File: config.mk
export PLATFORM = sky130hd
export DESIGN_NAME = cbd_clock_bank_config
export DESIGN_NICKNAME = d
export VERILOG_FILES = /design/src/cbd_pkg.sv /design/src/cbd_bank_output.sv /design/src/cbd_clock_bank_config.sv
export SDC_FILE = /design/constraint.sdc
export NUM_CORES = 1
export LEC_CHECK = 0
export BUFFER_PORTS_ARGS = -buffer_cell sky130_fd_sc_hd__buf_2
export CAP_MARGIN = 20
export CORE_MARGIN = 2
export CORE_UTILIZATION = 30
export CTS_CLUSTER_SIZE = 40
export DETAILED_ROUTE_END_ITERATION = 7
export GPL_TIMING_DRIVEN = 0
export PLACE_DENSITY = 0.51
export SLEW_MARGIN = 20
export SYNTH_ARGS = -nofsm -noshare
export SYNTH_HDL_FRONTEND = slang
export SYNTH_HIERARCHICAL = 1
export SYNTH_SLANG_ARGS = --single-unit
File: constraint.sdc
create_clock -name clk -period 5.75 [get_ports clk]
set_input_delay 1.15 -clock clk [delete_from_list [all_inputs] [get_ports clk]]
set_output_delay 1.15 -clock clk [all_outputs]
set_load 0.01 [all_outputs]
File: src/cbd_pkg.sv
// Constants, register map and carrier types of the clock bank configuration block.
package cbd_pkg;
  // Three-level pin codes; an open pin reads as OPEN and is treated as MID.
  localparam logic [1:0] LVL_LOW = 2'h0;
  localparam logic [1:0] LVL_MID = 2'h1;
  localparam logic [1:0] LVL_HIGH = 2'h2;
  localparam logic [1:0] LVL_OPEN = 2'h3;

  // Register byte addresses.
  localparam logic [7:0] ADDR_CONFIG = 8'h00;
  localparam logic [7:0] ADDR_PHASE = 8'h04;
  localparam logic [7:0] ADDR_STATUS = 8'h08;
  localparam logic [7:0] ADDR_SKEW = 8'h0C;
  localparam logic [7:0] ADDR_RANGE = 8'h10;

  // Config register field positions.
  localparam int CFG_RANGE_POS = 0;
  localparam int CFG_EDGE_POS = 2;
  localparam int CFG_BYPASS_POS = 4;
  localparam int CFG_GATE_POS = 8;
  localparam logic [15:0] CONFIG_RESET = 16'h0009;
  // Every bank at the zero-skew phase code.
  localparam logic [15:0] PHASE_RESET = 16'h5555;

  // Status register field positions.
  localparam int ST_MF_POS = 0;
  localparam int ST_PLL_POS = 6;
  localparam int ST_DISMODE_POS = 7;
  localparam int ST_NEG_POS = 8;
  localparam int ST_HIGHDRV_POS = 9;
  localparam int ST_EN_POS = 10;
  localparam int ST_DIV3_POS = 14;
  localparam int ST_DIV4_POS = 16;
  localparam int ST_INV4_POS = 18;

  // Multiplication factors per range.
  localparam logic [5:0] MF_LOW = 6'h20;
  localparam logic [5:0] MF_MID = 6'h10;
  localparam logic [5:0] MF_HIGH = 6'h08;

  // Skew time unit and nominal frequencies (10 kHz units) at which it is 1.0 ns.
  localparam int SKEW_UNIT_PS = 1000;
  localparam logic [15:0] FNOM_LOW = 16'h0C35;
  localparam logic [15:0] FNOM_MID = 16'h186A;
  localparam logic [15:0] FNOM_HIGH = 16'h30D4;
  // In this model one time unit is one clock cycle of the 100 ns clock.
  localparam int CLK_PERIOD_PS = 100000;
  localparam int SKEW_UNIT_CYCLES = 1;

  // Divide-by-one range bounds in MHz.
  localparam logic [7:0] RANGE_LOW_MIN = 8'h18;
  localparam logic [7:0] RANGE_LOW_MAX = 8'h32;
  localparam logic [7:0] RANGE_MID_MIN = 8'h30;
  localparam logic [7:0] RANGE_MID_MAX = 8'h64;
  localparam logic [7:0] RANGE_HIGH_MIN = 8'h60;
  localparam logic [7:0] RANGE_HIGH_MAX = 8'hC8;
  // Overall output frequency span in MHz.
  localparam logic [7:0] OUT_FREQ_MIN = 8'h06;
  localparam logic [7:0] OUT_FREQ_MAX = 8'hC8;

  // Phase code indices and skew delay line.
  localparam logic [3:0] PHASE_IDX_LL = 4'h0;
  localparam logic [3:0] PHASE_IDX_MM = 4'h4;
  localparam logic [3:0] PHASE_IDX_HH = 4'h8;
  localparam logic [3:0] SKEW_DELAY_OFFSET = 4'h8;
  localparam int HIST_DEPTH = 16;

  typedef enum logic [1:0] {
    DIV_BY_1 = 2'h0,
    DIV_BY_2 = 2'h1,
    DIV_BY_4 = 2'h3
  } cbd_div_t;

  typedef struct packed {
    cbd_div_t div;
    logic [3:0] delay;
    logic invert;
    logic enable;
    logic idleLevel;
  } cbd_bank_cfg_t;

  typedef struct packed {
    logic [HIST_DEPTH-1:0] hist;
    logic prevTap;
    logic [1:0] divCnt;
    logic out;
  } cbd_bank_state_t;

  typedef struct packed {
    logic ack;
    logic [31:0] rdData;
    logic [15:0] cfgReg;
    logic [15:0] phase;
    logic [7:0] bankOut;
    logic pllActive;
    logic highDrive;
  } cbd_top_state_t;
endpackage

File: src/cbd_bank_output.sv
// One output bank: skew delay line, output divider, inversion and disable level.
`timescale 1ns/1ns
module cbd_bank_output (
  input wire logic clk,
  input wire logic sys_rst,
  input wire logic refIn,
  input cbd_pkg::cbd_bank_cfg_t bankCfg,
  output logic bankOut
);
  cbd_pkg::cbd_bank_state_t cur;
  cbd_pkg::cbd_bank_state_t next_cur;
  logic tap;
  logic wave;

  always_comb begin
    next_cur = cur;
    tap = cur.hist[bankCfg.delay];
    next_cur.hist = {cur.hist[cbd_pkg::HIST_DEPTH-2:0], refIn};
    next_cur.prevTap = tap;
    if (tap && !cur.prevTap) begin
      next_cur.divCnt = cur.divCnt + 2'h1;
    end
    case (bankCfg.div)
      cbd_pkg::DIV_BY_2: wave = cur.divCnt[0];
      cbd_pkg::DIV_BY_4: wave = cur.divCnt[1];
      default: wave = tap;
    endcase
    // The stop is taken at once, so a disable may shorten the last pulse.
    next_cur.out = bankCfg.enable ? (wave ^ bankCfg.invert) : bankCfg.idleLevel;
  end

  always_ff @(posedge clk) begin
    if (sys_rst) begin
      cur <= '0;
    end else begin
      cur <= next_cur;
    end
  end

  assign bankOut = cur.out;
endmodule

File: src/cbd_clock_bank_config.sv
// Top of the clock bank configuration block with its Wishbone register slave.
//
// Chosen here: the register addresses and the Wishbone slave port.
`timescale 1ns/1ns
// Operation
// - Bank 3 divides by 2 for its select LL, by 4 for HH, and by 1 otherwise.
// - Bank 4 divides by 2 for its select LL and by 1 otherwise.
// - Divider select codes that are not divider codes set the bank's phase offset.
// - The range select gives 24-50, 48-100 or 96-200 MHz for low, mid and high.
// - The skew time unit is one over nominal frequency times the factor, 1.0 ns nominal.
// - The multiplication factor is 32 for low range, 16 for mid and 8 for high.
// - Banks 1 and 2 skew from minus four to plus four units for LL to HH, MM zero.
// - Banks 3 and 4 skew in double steps up to six units, LL and HH being special.
// - Bank 4 divides by 2 for LL, inverts for HH, and when inverted idles high unless edge is low.
// - Edge select low means negative edge and low drive, mid positive and high drive.
// - Bypass mid with the gate high keeps the loop running and makes LL a bank disable.
// - In that disable mode every bank not coded LL keeps its skew.
// - Output frequencies span 6 to 200 MHz through range, divider and feedback.
// - Bypass high, or mid with the gate low, stops the loop and routes the reference through unskewed, dividers still in the path.
// - Outside that disable mode the gate high stops all outputs but the two bank 2 outputs, low unless bank 4 is inverted and edge is not low.
// - An open three-level input decodes as the mid setting.
module cbd_clock_bank_config (
  input wire logic clk,
  input wire logic sys_rst,
  input wire logic wb_cyc_i,
  input wire logic wb_stb_i,
  input wire logic wb_we_i,
  input wire logic [7:0] wb_adr_i,
  input wire logic [3:0] wb_sel_i,
  input wire logic [31:0] wb_dat_i,
  output logic [31:0] wb_dat_o,
  output logic wb_ack_o,
  input wire logic refClk,
  output logic [7:0] bankOut,
  output logic pllActive,
  output logic highDrive
);
  cbd_pkg::cbd_top_state_t cur;
  cbd_pkg::cbd_top_state_t next_cur;
  cbd_pkg::cbd_bank_cfg_t bankCfg [4];
  logic [3:0] bankWave;
  logic [3:0] phaseIdx [4];
  logic [1:0] rangeLvl;
  logic [1:0] edgeLvl;
  logic [1:0] bypassLvl;
  logic gateHigh;
  logic disableMode;
  logic loopOn;
  logic negEdge;
  logic refIn;
  logic [5:0] multFactor;
  logic [15:0] statusWord;
  logic [15:0] skewWord;
  logic [31:0] rangeWord;
  logic [31:0] readMux;
  logic request;

  function automatic logic [1:0] cleanLevel(input logic [1:0] lvl);
    // An open pin sits at mid bias.
    cleanLevel = (lvl == cbd_pkg::LVL_OPEN) ? cbd_pkg::LVL_MID : lvl;
  endfunction

  function automatic logic [3:0] phaseIndex(input logic [3:0] field);
    logic [3:0] hi;
    logic [3:0] lo;
    hi = {2'h0, cleanLevel(field[3:2])};
    lo = {2'h0, cleanLevel(field[1:0])};
    phaseIndex = hi * 4'h3 + lo;
  endfunction

  always_comb begin
    rangeLvl = cleanLevel(cur.cfgReg[cbd_pkg::CFG_RANGE_POS +: 2]);
    edgeLvl = cleanLevel(cur.cfgReg[cbd_pkg::CFG_EDGE_POS +: 2]);
    bypassLvl = cleanLevel(cur.cfgReg[cbd_pkg::CFG_BYPASS_POS +: 2]);
    gateHigh = cur.cfgReg[cbd_pkg::CFG_GATE_POS];
    disableMode = (bypassLvl == cbd_pkg::LVL_MID) && gateHigh;
    loopOn = (bypassLvl == cbd_pkg::LVL_LOW) || disableMode;
    negEdge = (edgeLvl == cbd_pkg::LVL_LOW);
    // Outputs follow the falling reference edge by running on the inverted reference.
    refIn = negEdge ? ~refClk : refClk;
  end

  always_comb begin
    case (rangeLvl)
      cbd_pkg::LVL_LOW: multFactor = cbd_pkg::MF_LOW;
      cbd_pkg::LVL_HIGH: multFactor = cbd_pkg::MF_HIGH;
      default: multFactor = cbd_pkg::MF_MID;
    endcase
  end

  // The range word shows the divide-by-one span and the nominal frequency
  // at which one skew unit is 1.0 ns; outputs reach down to a quarter of it.
  always_comb begin
    case (rangeLvl)
      cbd_pkg::LVL_LOW: begin
        rangeWord = {cbd_pkg::FNOM_LOW, cbd_pkg::RANGE_LOW_MAX, cbd_pkg::RANGE_LOW_MIN};
      end
      cbd_pkg::LVL_HIGH: begin
        rangeWord = {cbd_pkg::FNOM_HIGH, cbd_pkg::RANGE_HIGH_MAX, cbd_pkg::RANGE_HIGH_MIN};
      end
      default: begin
        rangeWord = {cbd_pkg::FNOM_MID, cbd_pkg::RANGE_MID_MAX, cbd_pkg::RANGE_MID_MIN};
      end
    endcase
  end

  always_comb begin
    for (int b = 0; b < 4; b++) begin
      phaseIdx[b] = phaseIndex(cur.phase[4*b +: 4]);
    end
  end

  // Skew is a delay of one clock per time unit around a fixed midpoint, so a lead
  // of six units is still causal; every output carries that midpoint latency.
  always_comb begin
    for (int b = 0; b < 4; b++) begin
      bankCfg[b].div = cbd_pkg::DIV_BY_1;
      bankCfg[b].invert = 1'b0;
      bankCfg[b].idleLevel = 1'b0;
      bankCfg[b].enable = 1'b1;
      bankCfg[b].delay = cbd_pkg::SKEW_DELAY_OFFSET;
    end
    // Banks 1 and 2 step by one unit from minus four.
    for (int b = 0; b < 2; b++) begin
      bankCfg[b].delay = phaseIdx[b] + cbd_pkg::PHASE_IDX_MM;
    end
    // Banks 3 and 4 step by two units; the end codes pick divider or inversion.
    for (int b = 2; b < 4; b++) begin
      if (phaseIdx[b] != cbd_pkg::PHASE_IDX_LL && phaseIdx[b] != cbd_pkg::PHASE_IDX_HH) begin
        bankCfg[b].delay = {phaseIdx[b][2:0], 1'b0};
      end
    end
    if (phaseIdx[2] == cbd_pkg::PHASE_IDX_LL) begin
      bankCfg[2].div = cbd_pkg::DIV_BY_2;
    end else if (phaseIdx[2] == cbd_pkg::PHASE_IDX_HH) begin
      bankCfg[2].div = cbd_pkg::DIV_BY_4;
    end
    if (phaseIdx[3] == cbd_pkg::PHASE_IDX_LL) begin
      bankCfg[3].div = cbd_pkg::DIV_BY_2;
    end else if (phaseIdx[3] == cbd_pkg::PHASE_IDX_HH) begin
      bankCfg[3].invert = 1'b1;
      // An inverted bank idles high, except with negative-edge sync.
      bankCfg[3].idleLevel = ~negEdge;
    end
    // With the loop off the reference passes unskewed; dividers stay in the path.
    if (!loopOn) begin
      for (int b = 0; b < 4; b++) begin
        bankCfg[b].delay = cbd_pkg::SKEW_DELAY_OFFSET;
      end
    end
    if (disableMode) begin
      for (int b = 0; b < 4; b++) begin
        // Only LL disables; the rest keep their skew.
        bankCfg[b].enable = (phaseIdx[b] != cbd_pkg::PHASE_IDX_LL);
      end
    end else if (gateHigh) begin
      for (int b = 0; b < 4; b++) begin
        // Bank 2 keeps running so it can still close the feedback loop.
        bankCfg[b].enable = (b == 1);
      end
    end
  end

  generate
    for (genvar g = 0; g < 4; g++) begin : gBank
      cbd_bank_output uBank (
        .clk(clk),
        .sys_rst(sys_rst),
        .refIn(refIn),
        .bankCfg(bankCfg[g]),
        .bankOut(bankWave[g])
      );
    end
  endgenerate

  always_comb begin
    statusWord = '0;
    statusWord[cbd_pkg::ST_MF_POS +: 6] = multFactor;
    statusWord[cbd_pkg::ST_PLL_POS] = loopOn;
    statusWord[cbd_pkg::ST_DISMODE_POS] = disableMode;
    statusWord[cbd_pkg::ST_NEG_POS] = negEdge;
    statusWord[cbd_pkg::ST_HIGHDRV_POS] = (edgeLvl == cbd_pkg::LVL_MID);
    for (int b = 0; b < 4; b++) begin
      statusWord[cbd_pkg::ST_EN_POS + b] = bankCfg[b].enable;
    end
    statusWord[cbd_pkg::ST_DIV3_POS +: 2] = bankCfg[2].div;
  end

  always_comb begin
    skewWord = '0;
    for (int b = 0; b < 4; b++) begin
      // Signed skew in time units, two's complement per nibble.
      skewWord[4*b +: 4] = bankCfg[b].delay - cbd_pkg::SKEW_DELAY_OFFSET;
    end
  end

  always_comb begin
    case (wb_adr_i)
      cbd_pkg::ADDR_CONFIG: readMux = {16'h0000, cur.cfgReg};
      cbd_pkg::ADDR_PHASE: readMux = {16'h0000, cur.phase};
      cbd_pkg::ADDR_STATUS: begin
        readMux = {13'h0000, bankCfg[3].invert, bankCfg[3].div, statusWord};
      end
      cbd_pkg::ADDR_SKEW: readMux = {16'h0000, skewWord};
      cbd_pkg::ADDR_RANGE: readMux = rangeWord;
      default: readMux = 32'h00000000;
    endcase
  end

  always_comb begin
    next_cur = cur;
    // One ack per request; the slave drops it the cycle after giving it.
    request = wb_cyc_i && wb_stb_i && !cur.ack;
    next_cur.ack = request;
    if (request) begin
      next_cur.rdData = wb_we_i ? 32'h00000000 : readMux;
    end
    if (request && wb_we_i) begin
      if (wb_adr_i == cbd_pkg::ADDR_CONFIG) begin
        if (wb_sel_i[0]) begin
          next_cur.cfgReg[7:0] = wb_dat_i[7:0];
        end
        if (wb_sel_i[1]) begin
          next_cur.cfgReg[15:8] = {7'h00, wb_dat_i[8]};
        end
      end
      if (wb_adr_i == cbd_pkg::ADDR_PHASE) begin
        if (wb_sel_i[0]) begin
          next_cur.phase[7:0] = wb_dat_i[7:0];
        end
        if (wb_sel_i[1]) begin
          next_cur.phase[15:8] = wb_dat_i[15:8];
        end
      end
    end
    next_cur.cfgReg[7:6] = 2'h0;
    next_cur.bankOut = {bankWave[3], bankWave[3], bankWave[2], bankWave[2],
                        bankWave[1], bankWave[1], bankWave[0], bankWave[0]};
    next_cur.pllActive = loopOn;
    next_cur.highDrive = (edgeLvl == cbd_pkg::LVL_MID);
  end

  always_ff @(posedge clk) begin
    if (sys_rst) begin
      cur <= '0;
      cur.cfgReg <= cbd_pkg::CONFIG_RESET;
      cur.phase <= cbd_pkg::PHASE_RESET;
    end else begin
      cur <= next_cur;
    end
  end

  assign wb_dat_o = cur.rdData;
  assign wb_ack_o = cur.ack;
  assign bankOut = cur.bankOut;
  assign pllActive = cur.pllActive;
  assign highDrive = cur.highDrive;
endmodule

After elaboration in Yosys (flattened, before gate mapping)
Cells that the tools add are included.

operators by class
  add/sub/neg operators = 12
  $mul = 4
  $lt $le $gt $ge = 4
  equality and inequality tests = 26
  mux-type cells = 45
  bitwise operators = 6
  reductions and logical operators = 29

operator list
  kind                 count
  $pmux 32 s5          1
  $pmux 30 s2          1
  $mux 32              1
  $eq 2x2->1 const B   13
  $mux 2               13
  $mux 4               6
  $lt 4x5->1 const B   4
  $add 4x2->4          4
  $bmux 1 s4           4
  $eq 8x4->1 const B   2
  $mul 2x2->4 const B  4
  $mux 1               16
  $reduce_bool 4->1    4
  $sub 4x4->4 const B  4
  $pmux 6 s2           1
  $reduce_and 3->1     4
  $add 4x3->4 const B  2
  $eq 4x4->1 const B   2
  $eq 8x3->1 const B   1
  $eq 8x5->1 const B   1
  $logic_and 1x1->1    8
  $logic_not 4->1      2
  $logic_not 8->1      1
  $ne 4x4->1 const B   2
  11 further kinds     25

storage, ports and cells
  flip-flop bits (word level) = 141
  bits of input ports = 50
  word-level logic and storage cells = 148

Longest topological paths before layout
Gate-level depths: netlist of run 1.

  depth after elaboration = 13
  gate-level depth with buffers = 13

Modules after synthesis
The synthesis of run 1 kept the hierarchy.

by module, submodules not included
  module                 times used  cells an instance  area each (um^2)  seq. area each (um^2)
  cbd_clock_bank_config  1           400                3367.0            1081.0
  cbd_bank_output        4           69                 800.8             400.4

Worst setup path before layout of run 1
OpenSTA, ideal clock, no wires.

  kind = reg2reg
  start = register, netlist name cur[12]
  end = register, netlist name gBank[0].uBank/cur[1]
  setup time = 0.123 ns
  data arrival time = 2.886 ns
  required time = 5.627 ns
  path slack = 2.741 ns
  stages on the path, launching flop included = 12
  path buffers = 0
  path through = dfxtp_1 or2_2 ha_1 ha_1 fa_1 inv_1 ha_1 nand2b_1 and2_2 a22oi_2 a21oi_1 mux2_1

==> run_results.csv, run 1 <==
group,metric,value,unit
placement,place_area,7400,um^2
pwr,combPwrFrac,4.7,%
floorplanning,core_area,21700,um^2
global_routing,grt_pass1_wl,26.1,mm
layout,design_area,8030,um^2
pwr,power_density,269,nW/um^2
routing,wl,15.9,mm
sta,rsz0062_at_grt,"no",
floorplanning,dieWidth,152,um
synth,yosysSeqAreaShare,40.8,%
min_path,hold_class,"register to register",
routing,vias_per_cell,4.62,
placement,gp_congestion,0.804,
sta,setup_violations,0,
global_routing,grt_max_degree,18,
worst_setup_path,cp_slowest_stage_delay,0.63,ns
pwr,total_power,2.16,mW
synth,synth-edff-count,0,
routing,initialDrtViolationCount,225,
floorplanning,dieArea,23100,um^2
worst_setup_path,crit_slowest_cell,"nor4_2",
synth,synth-seq-cells,134,
global_routing,grt_pass1_vias,4864,
floorplanning,io-pin-count,93,
floorplanning,fp.dieH,152,um
clock_tree,htreeDepth,4,
clock_tree,cts_sinks,134,
layout,area_growth_syn_to_layout,22.2,%
synth,avgSynthCellArea,9.72,um^2
sta,hold_viol,0,
floorplanning,num_rows,54,
pwr,p_clk_share,51.9,%
pwr,p_leak,3.32,nW
clock_tree,post_cts_buffers,0,
clock_tree,postCtsResizedCells,0,
sta,skew,0.0149,ns
min_path,hold_depth,1,
sta,worstMarginPinSlew,0.883,ns
worst_setup_path,critPathRequiredTime,6.06,ns
layout,fill_cells,2216,
pwr,ir_worst_vdd,0.168,mV
clock_tree,cts.path.max_buffers,2,
worst_setup_path,cp-start-kind,"register",
clock_tree,cts-buffers-inserted,17,
synth,synth_ff_type,"dfxtp_1",
routing,wire_per_inst,14.5,um
sta,max_clock_freq,286,MHz
clock_tree,hold_buffers,0,
sta,finalCriticalPeriod,3.50,ns
outcome,outcome,"complete, no violations",
synth,syn-instance-count,676,
worst_setup_path,crit_chain,"or2_2, ha_1, ha_1, fa_1, nor4_2, o21ai_0, a22oi_1, o221ai_1, a22o_1",
synth,ys_warn_count,6,
worst_setup_path,r2r.worst_path.cells,9,
clock_tree,path_clk_slew,0.06,ns
global_routing,grt_overflow,0,
layout,drive_above_1_share,22.1,%
sta,fin_tns_setup,0,ns
synth,synth.cell_area,6570,um^2
layout,nets,869,
synth,async_flop_share,0,%
sta,timing.final.crit_share,60.8,%
placement,place_inst,1062,
worst_setup_path,crit_path_end_kind,"register",
pwr,p_sw,0.489,mW
routing,ant_nets,0,
pwr,swShare,22.6,%
clock_tree,cts_tree,"built",
clock_tree,clkLatencyLatePin,0.42,ns
synth,ys_types,61,
routing,first_pass_iters,5,
global_routing,grtUsageTotal,14.2,%
pwr,power.internal,1.67,mW
worst_setup_path,critical_path_class,"register to register",
worst_setup_path,worstPathArrival,3.81,ns
sta,slew_headroom,40.8,%
layout,diodes,0,
clock_tree,cts-root-buf,"clkbuf_16",
placement,dpl.hpwl,11.7,mm
worst_setup_path,crit_fanout,6,
placement,io_buffers,69,
routing,drcViolationCount,0,
worst_setup_path,crit_top_cell,"ha_1",
pwr,seq_power_share,43.4,%
routing,vias,5051,
sta,drv_slew,0,
floorplanning,initial_core_util,30.3,%
flow_run,max_cap_viol_count,0,
layout,fin_cells,1094,
global_routing,antenna_found_initial,0,
## cells by family after synthesis
kind of cell | after synthesis | share of synthesized area (%)
flip-flops | 134 | 40.8
multiplexers | 45 | 11.0
other | 1 | 0.0571
XOR/XNOR | 1 | 0.133
AND/OR/NAND/NOR | 289 | 25.6
adder cells (fa/ha/maj) | 18 | 3.89
AO/OA/AOI/OAI | 98 | 10.8
buffers and inverters | 90 | 7.75
## cells in the mapped netlist (8+ instances only)
cell,number,area [um^2]
nor2b_1,95,594
ha_1,14,175
mux2_1,8,90.1
and3_1,10,62.6
a211o_1,10,87.6
nor2_1,61,229
nor3_1,11,55.1
nand3_1,8,40.0
a22oi_1,8,60.1
a21oi_1,33,165
clkbuf_1,32,120
inv_1,10,37.5
mux2i_1,21,210
nand2_1,30,113
dfxtp_1,134,2680
mux4_1,16,420
nand2b_1,12,75.1
buf_4,40,300
o21ai_0,8,40.0
and2b_1,12,90.1
a22oi_2,8,100
## power groups by stage
| stage | clock network [mW] | registers (mW) | logic (mW) |
|---|---|---|---|
| floorplan | 0 | 0.959 | 0.0631 |
| global placement | 0 | 0.960 | 0.102 |
| detailed placement | 0 | 0.960 | 0.101 |
| CTS | 1.15 | 0.939 | 0.101 |
| global route | 1.20 | 0.940 | 0.112 |
| finish | 1.12 | 0.939 | 0.101 |
## layout by cell type, fill, tap and decap left out, drive strengths merged, types with 13 or more instances in the layout
master,count
a21oi,33
a22oi,16
buf,117
clkbuf,51
conb,38
dfxtp,134
ha,14
inv,14
mux2i,21
mux4,16
nand2,30
nor2,61
nor2b,95
nor3,13
## registers in the layout, indices dropped and copies added, names as in the netlist
name                 count
bankOut                  4
cur                     23
gBank.uBank/bankOut      4
gBank.uBank/cur         76
highDrive                1
pllActive                1
wb_ack_o                 1
wb_dat_o                24
## worst max-delay path, delay by kind of cell, from the launching register on
kind | cells | cell delay, ns
AO/OA/AOI/OAI | 4 | 1.11
adder cells (fa/ha/maj) | 3 | 1.01
flip-flops | 1 | 0.34
AND/OR/NAND/NOR | 2 | 0.93
## through the flow
step / utilization, % / hold slack (ns) / setup slack [ns]
after detailed placement: 34.1 / 0.426 / 1.90
after global routing: 37.0 / 0.468 / 2.04
after global placement: 34.1 / 0.420 / 1.99
final: 37.0 / 0.434 / 2.25
after floorplan: - / 0.414 / 2.74
after CTS: 37.0 / 0.440 / 1.86
## cell type report
cell class / instances / area, um^2 / share of cell area (%)
timing repair buffer: 69 / 345 / 4.30
clock buffer: 19 / 443 / 5.52
sequential: 134 / 2680 / 33.4
buffer: 80 / 472 / 5.88
multi-input combinational: 489 / 3530 / 44.0
clock inverter: 13 / 169 / 2.10
tap: 280 / 350 / 4.36
inverter: 10 / 37.5 / 0.468
## layer usage
layer / vias to the layer above / track usage [%] / share of wire [%]
met2: 115 / 22.4 / 46
met1: 2363 / 19.0 / 49
met3: 13 / 3.65 / 4.2
met4: 0 / 4.41 / 1.4
met5: - / 0 / 0
li1: 2560 / - / -
## path summary, 6_finish.rpt
check | startpoint | end | slack [ns]
worst max-delay path | cur[25] | wb_dat_o[13] | 2.25
worst min register to register | gBank[0].uBank/bankOut | bankOut[1] | 0.43
worst min-delay path | gBank[0].uBank/bankOut | bankOut[1] | 0.43
worst max register to register | cur[25] | wb_dat_o[13] | 2.25
Power figures use the tool's default switching activity.
==> run 2: changes to the inputs <==
Clock period 5.75 ns to 3.5 ns, I/O delays scaled along.
==> run 2 against run 1 <==
  * Utilization is essentially flat
  * Fmax grew 6.2%
  * Wire length grew 0.15%
  * Global-route usage is essentially flat
  * Clock-buffer cell count is the same
  * Combinational power grew 64%
  * Sequential share of layout area is essentially flat
  * Highest routed layer unchanged
==> run_results.csv, run 2 (synthesis gave the netlist of run 1 again) <==
group,metric,value,unit
outcome,outcome,"complete, no violations",
layout,area_growth_syn_to_layout,22.3,%
worst_setup_path,crit_path_end_kind,"register",
sta,setup_violations,0,
sta,slew_headroom,40.8,%
global_routing,grtUsageTotal,14.2,%
global_routing,grt_pass1_wl,26.1,mm
clock_tree,hold_buffers,0,
sta,drv_slew,0,
sta,hold_slack,0.434,ns
clock_tree,cts_tree,"built",
layout,finish.utilization,37.1,%
layout,design_area,8040,um^2
global_routing,grt_max_degree,18,
flow_run,max_cap_viol_count,0,
layout,drive_above_1_share,22.1,%
sta,worstMarginPinSlew,0.884,ns
clock_tree,cts_sinks,134,
clock_tree,clkLatencyLatePin,0.42,ns
clock_tree,cts.path.max_buffers,2,
pwr,power_density,442,nW/um^2
routing,wl,15.9,mm
worst_setup_path,worstPathArrival,3.58,ns
clock_tree,htreeDepth,4,
placement,dpl.hpwl,11.7,mm
clock_tree,path_clk_slew,0.06,ns
min_path,hold_class,"register to register",
clock_tree,post_cts_buffers,0,
sta,rsz0062_at_grt,"no",
sta,hold_viol,0,
layout,diodes,0,
layout,final_common_cell,"dfxtp_1",
layout,nets,869,
worst_setup_path,crit_fanout,6,
pwr,ir_worst_vdd,0.275,mV
sta,max_clock_freq,304,MHz
floorplanning,dieWidth,152,um
floorplanning,core_area,21700,um^2
layout,largest_register,"gBank.uBank/cur",
layout,final_cell_mix,"dfxtp_1 (134), nor2b_1 (95), buf_2 (74), nor2_1 (61), buf_4 (40)",
worst_setup_path,critical_path_class,"register to register",
placement,io_buffers,69,
global_routing,antenna_found_initial,0,
layout,largest_reg_flops,76,
routing,first_pass_iters,5,
layout,fill_cells,2217,
global_routing,grt_pass1_vias,4865,
routing,vias_per_cell,4.65,
worst_setup_path,cp-start-kind,"register",
floorplanning,num_rows,54,
clock_tree,cts-buffers-inserted,17,
routing,vias,5086,
placement,place_ws,-0.351,ns
pwr,p_leak,3.32,nW
routing,drcViolationCount,0,
routing,wire_per_inst,14.5,um
routing,initialDrtViolationCount,215,
sta,fin_ws,0.206,ns
global_routing,grt_overflow,0,
sta,skew,0.0142,ns
placement,place_area,7400,um^2
sta,finalCriticalPeriod,3.29,ns
sta,timing.final.crit_share,94.1,%
routing,ant_nets,0,
sta,fin_tns_setup,0,ns
worst_setup_path,critPathRequiredTime,3.78,ns
placement,gp_congestion,0.804,
floorplanning,fp.dieH,152,um
floorplanning,dieArea,23100,um^2
floorplanning,io-pin-count,93,
floorplanning,initial_core_util,30.3,%
clock_tree,cts-root-buf,"clkbuf_16",
==> run 2: changes by cell type in the layout (fill, tap and decap cells not counted) <==
cell | before | now
nor4_2 | 2 | 1
nor4_4 | 2 | 3
==> run 2: worst paths after layout <==
check            endpoint                   start  cells after the start  slack [ns]
max reg2reg  wb_dat_o[11]                 cur[16]                      9        0.21
min reg2reg    bankOut[1]  gBank[0].uBank/bankOut                      1        0.43
max          wb_dat_o[11]                 cur[16]                      9        0.21
min            bankOut[1]  gBank[0].uBank/bankOut                      1        0.43
==> run 2: what timing repair did <==
| action | 4_1_cts | 5_1_grt |
|---|---|---|
| resized for setup | 1 | 1 |
| gates cloned | 0 | 0 |
| pin swaps | 0 | 0 |
| endpoints found under the setup margin | 2 | 1 |
==> run 2: layer usage <==
metal  track usage [%]  up-vias  part of all wire [%]
li1                  -     2562                     -
met1              19.1     2405                    50
met2              22.5      109                    46
met3              3.62       10                   3.7
met4              4.18        0                   1.1
met5                 0        -                     0
==> run 2: per-stage QoR <==
stage	instances	power, mW
global route	1094	3.69
CTS	1094	3.60
floorplan	713	1.68
detailed placement	1062	1.74
finish	1094	3.56
global placement	1062	1.74
==> run 2: worst max-delay path: stages (launching register included) <==
cell and delay (ns):
dfxtp_1 0.35, or2_2 0.31, ha_1 0.28, ha_1 0.14
inv_1 0.05, fa_1 0.52, ha_1 0.14, or4b_2 0.74
a222oi_1 0.49, o22ai_1 0.14
==> run 2: layout make-up <==
class                   count  area (um^2)  area share, %
multi-input cells         489         3540           44.0
plain buffers              80          472           5.87
clock inverters            13          169           2.10
repair buffers             69          345           4.30
clock buffers              19          443           5.51
flip-flops and latches    134         2680           33.4
well taps                 280          350           4.36
inverters                  10         37.5          0.467
==> run 2: power breakdown <==
part | internal (mW) | switching (mW) | total, mW
Combinational | 0.0627 | 0.103 | 0.166
Clock | 1.15 | 0.698 | 1.85
Sequential | 1.54 | 0.00467 | 1.54
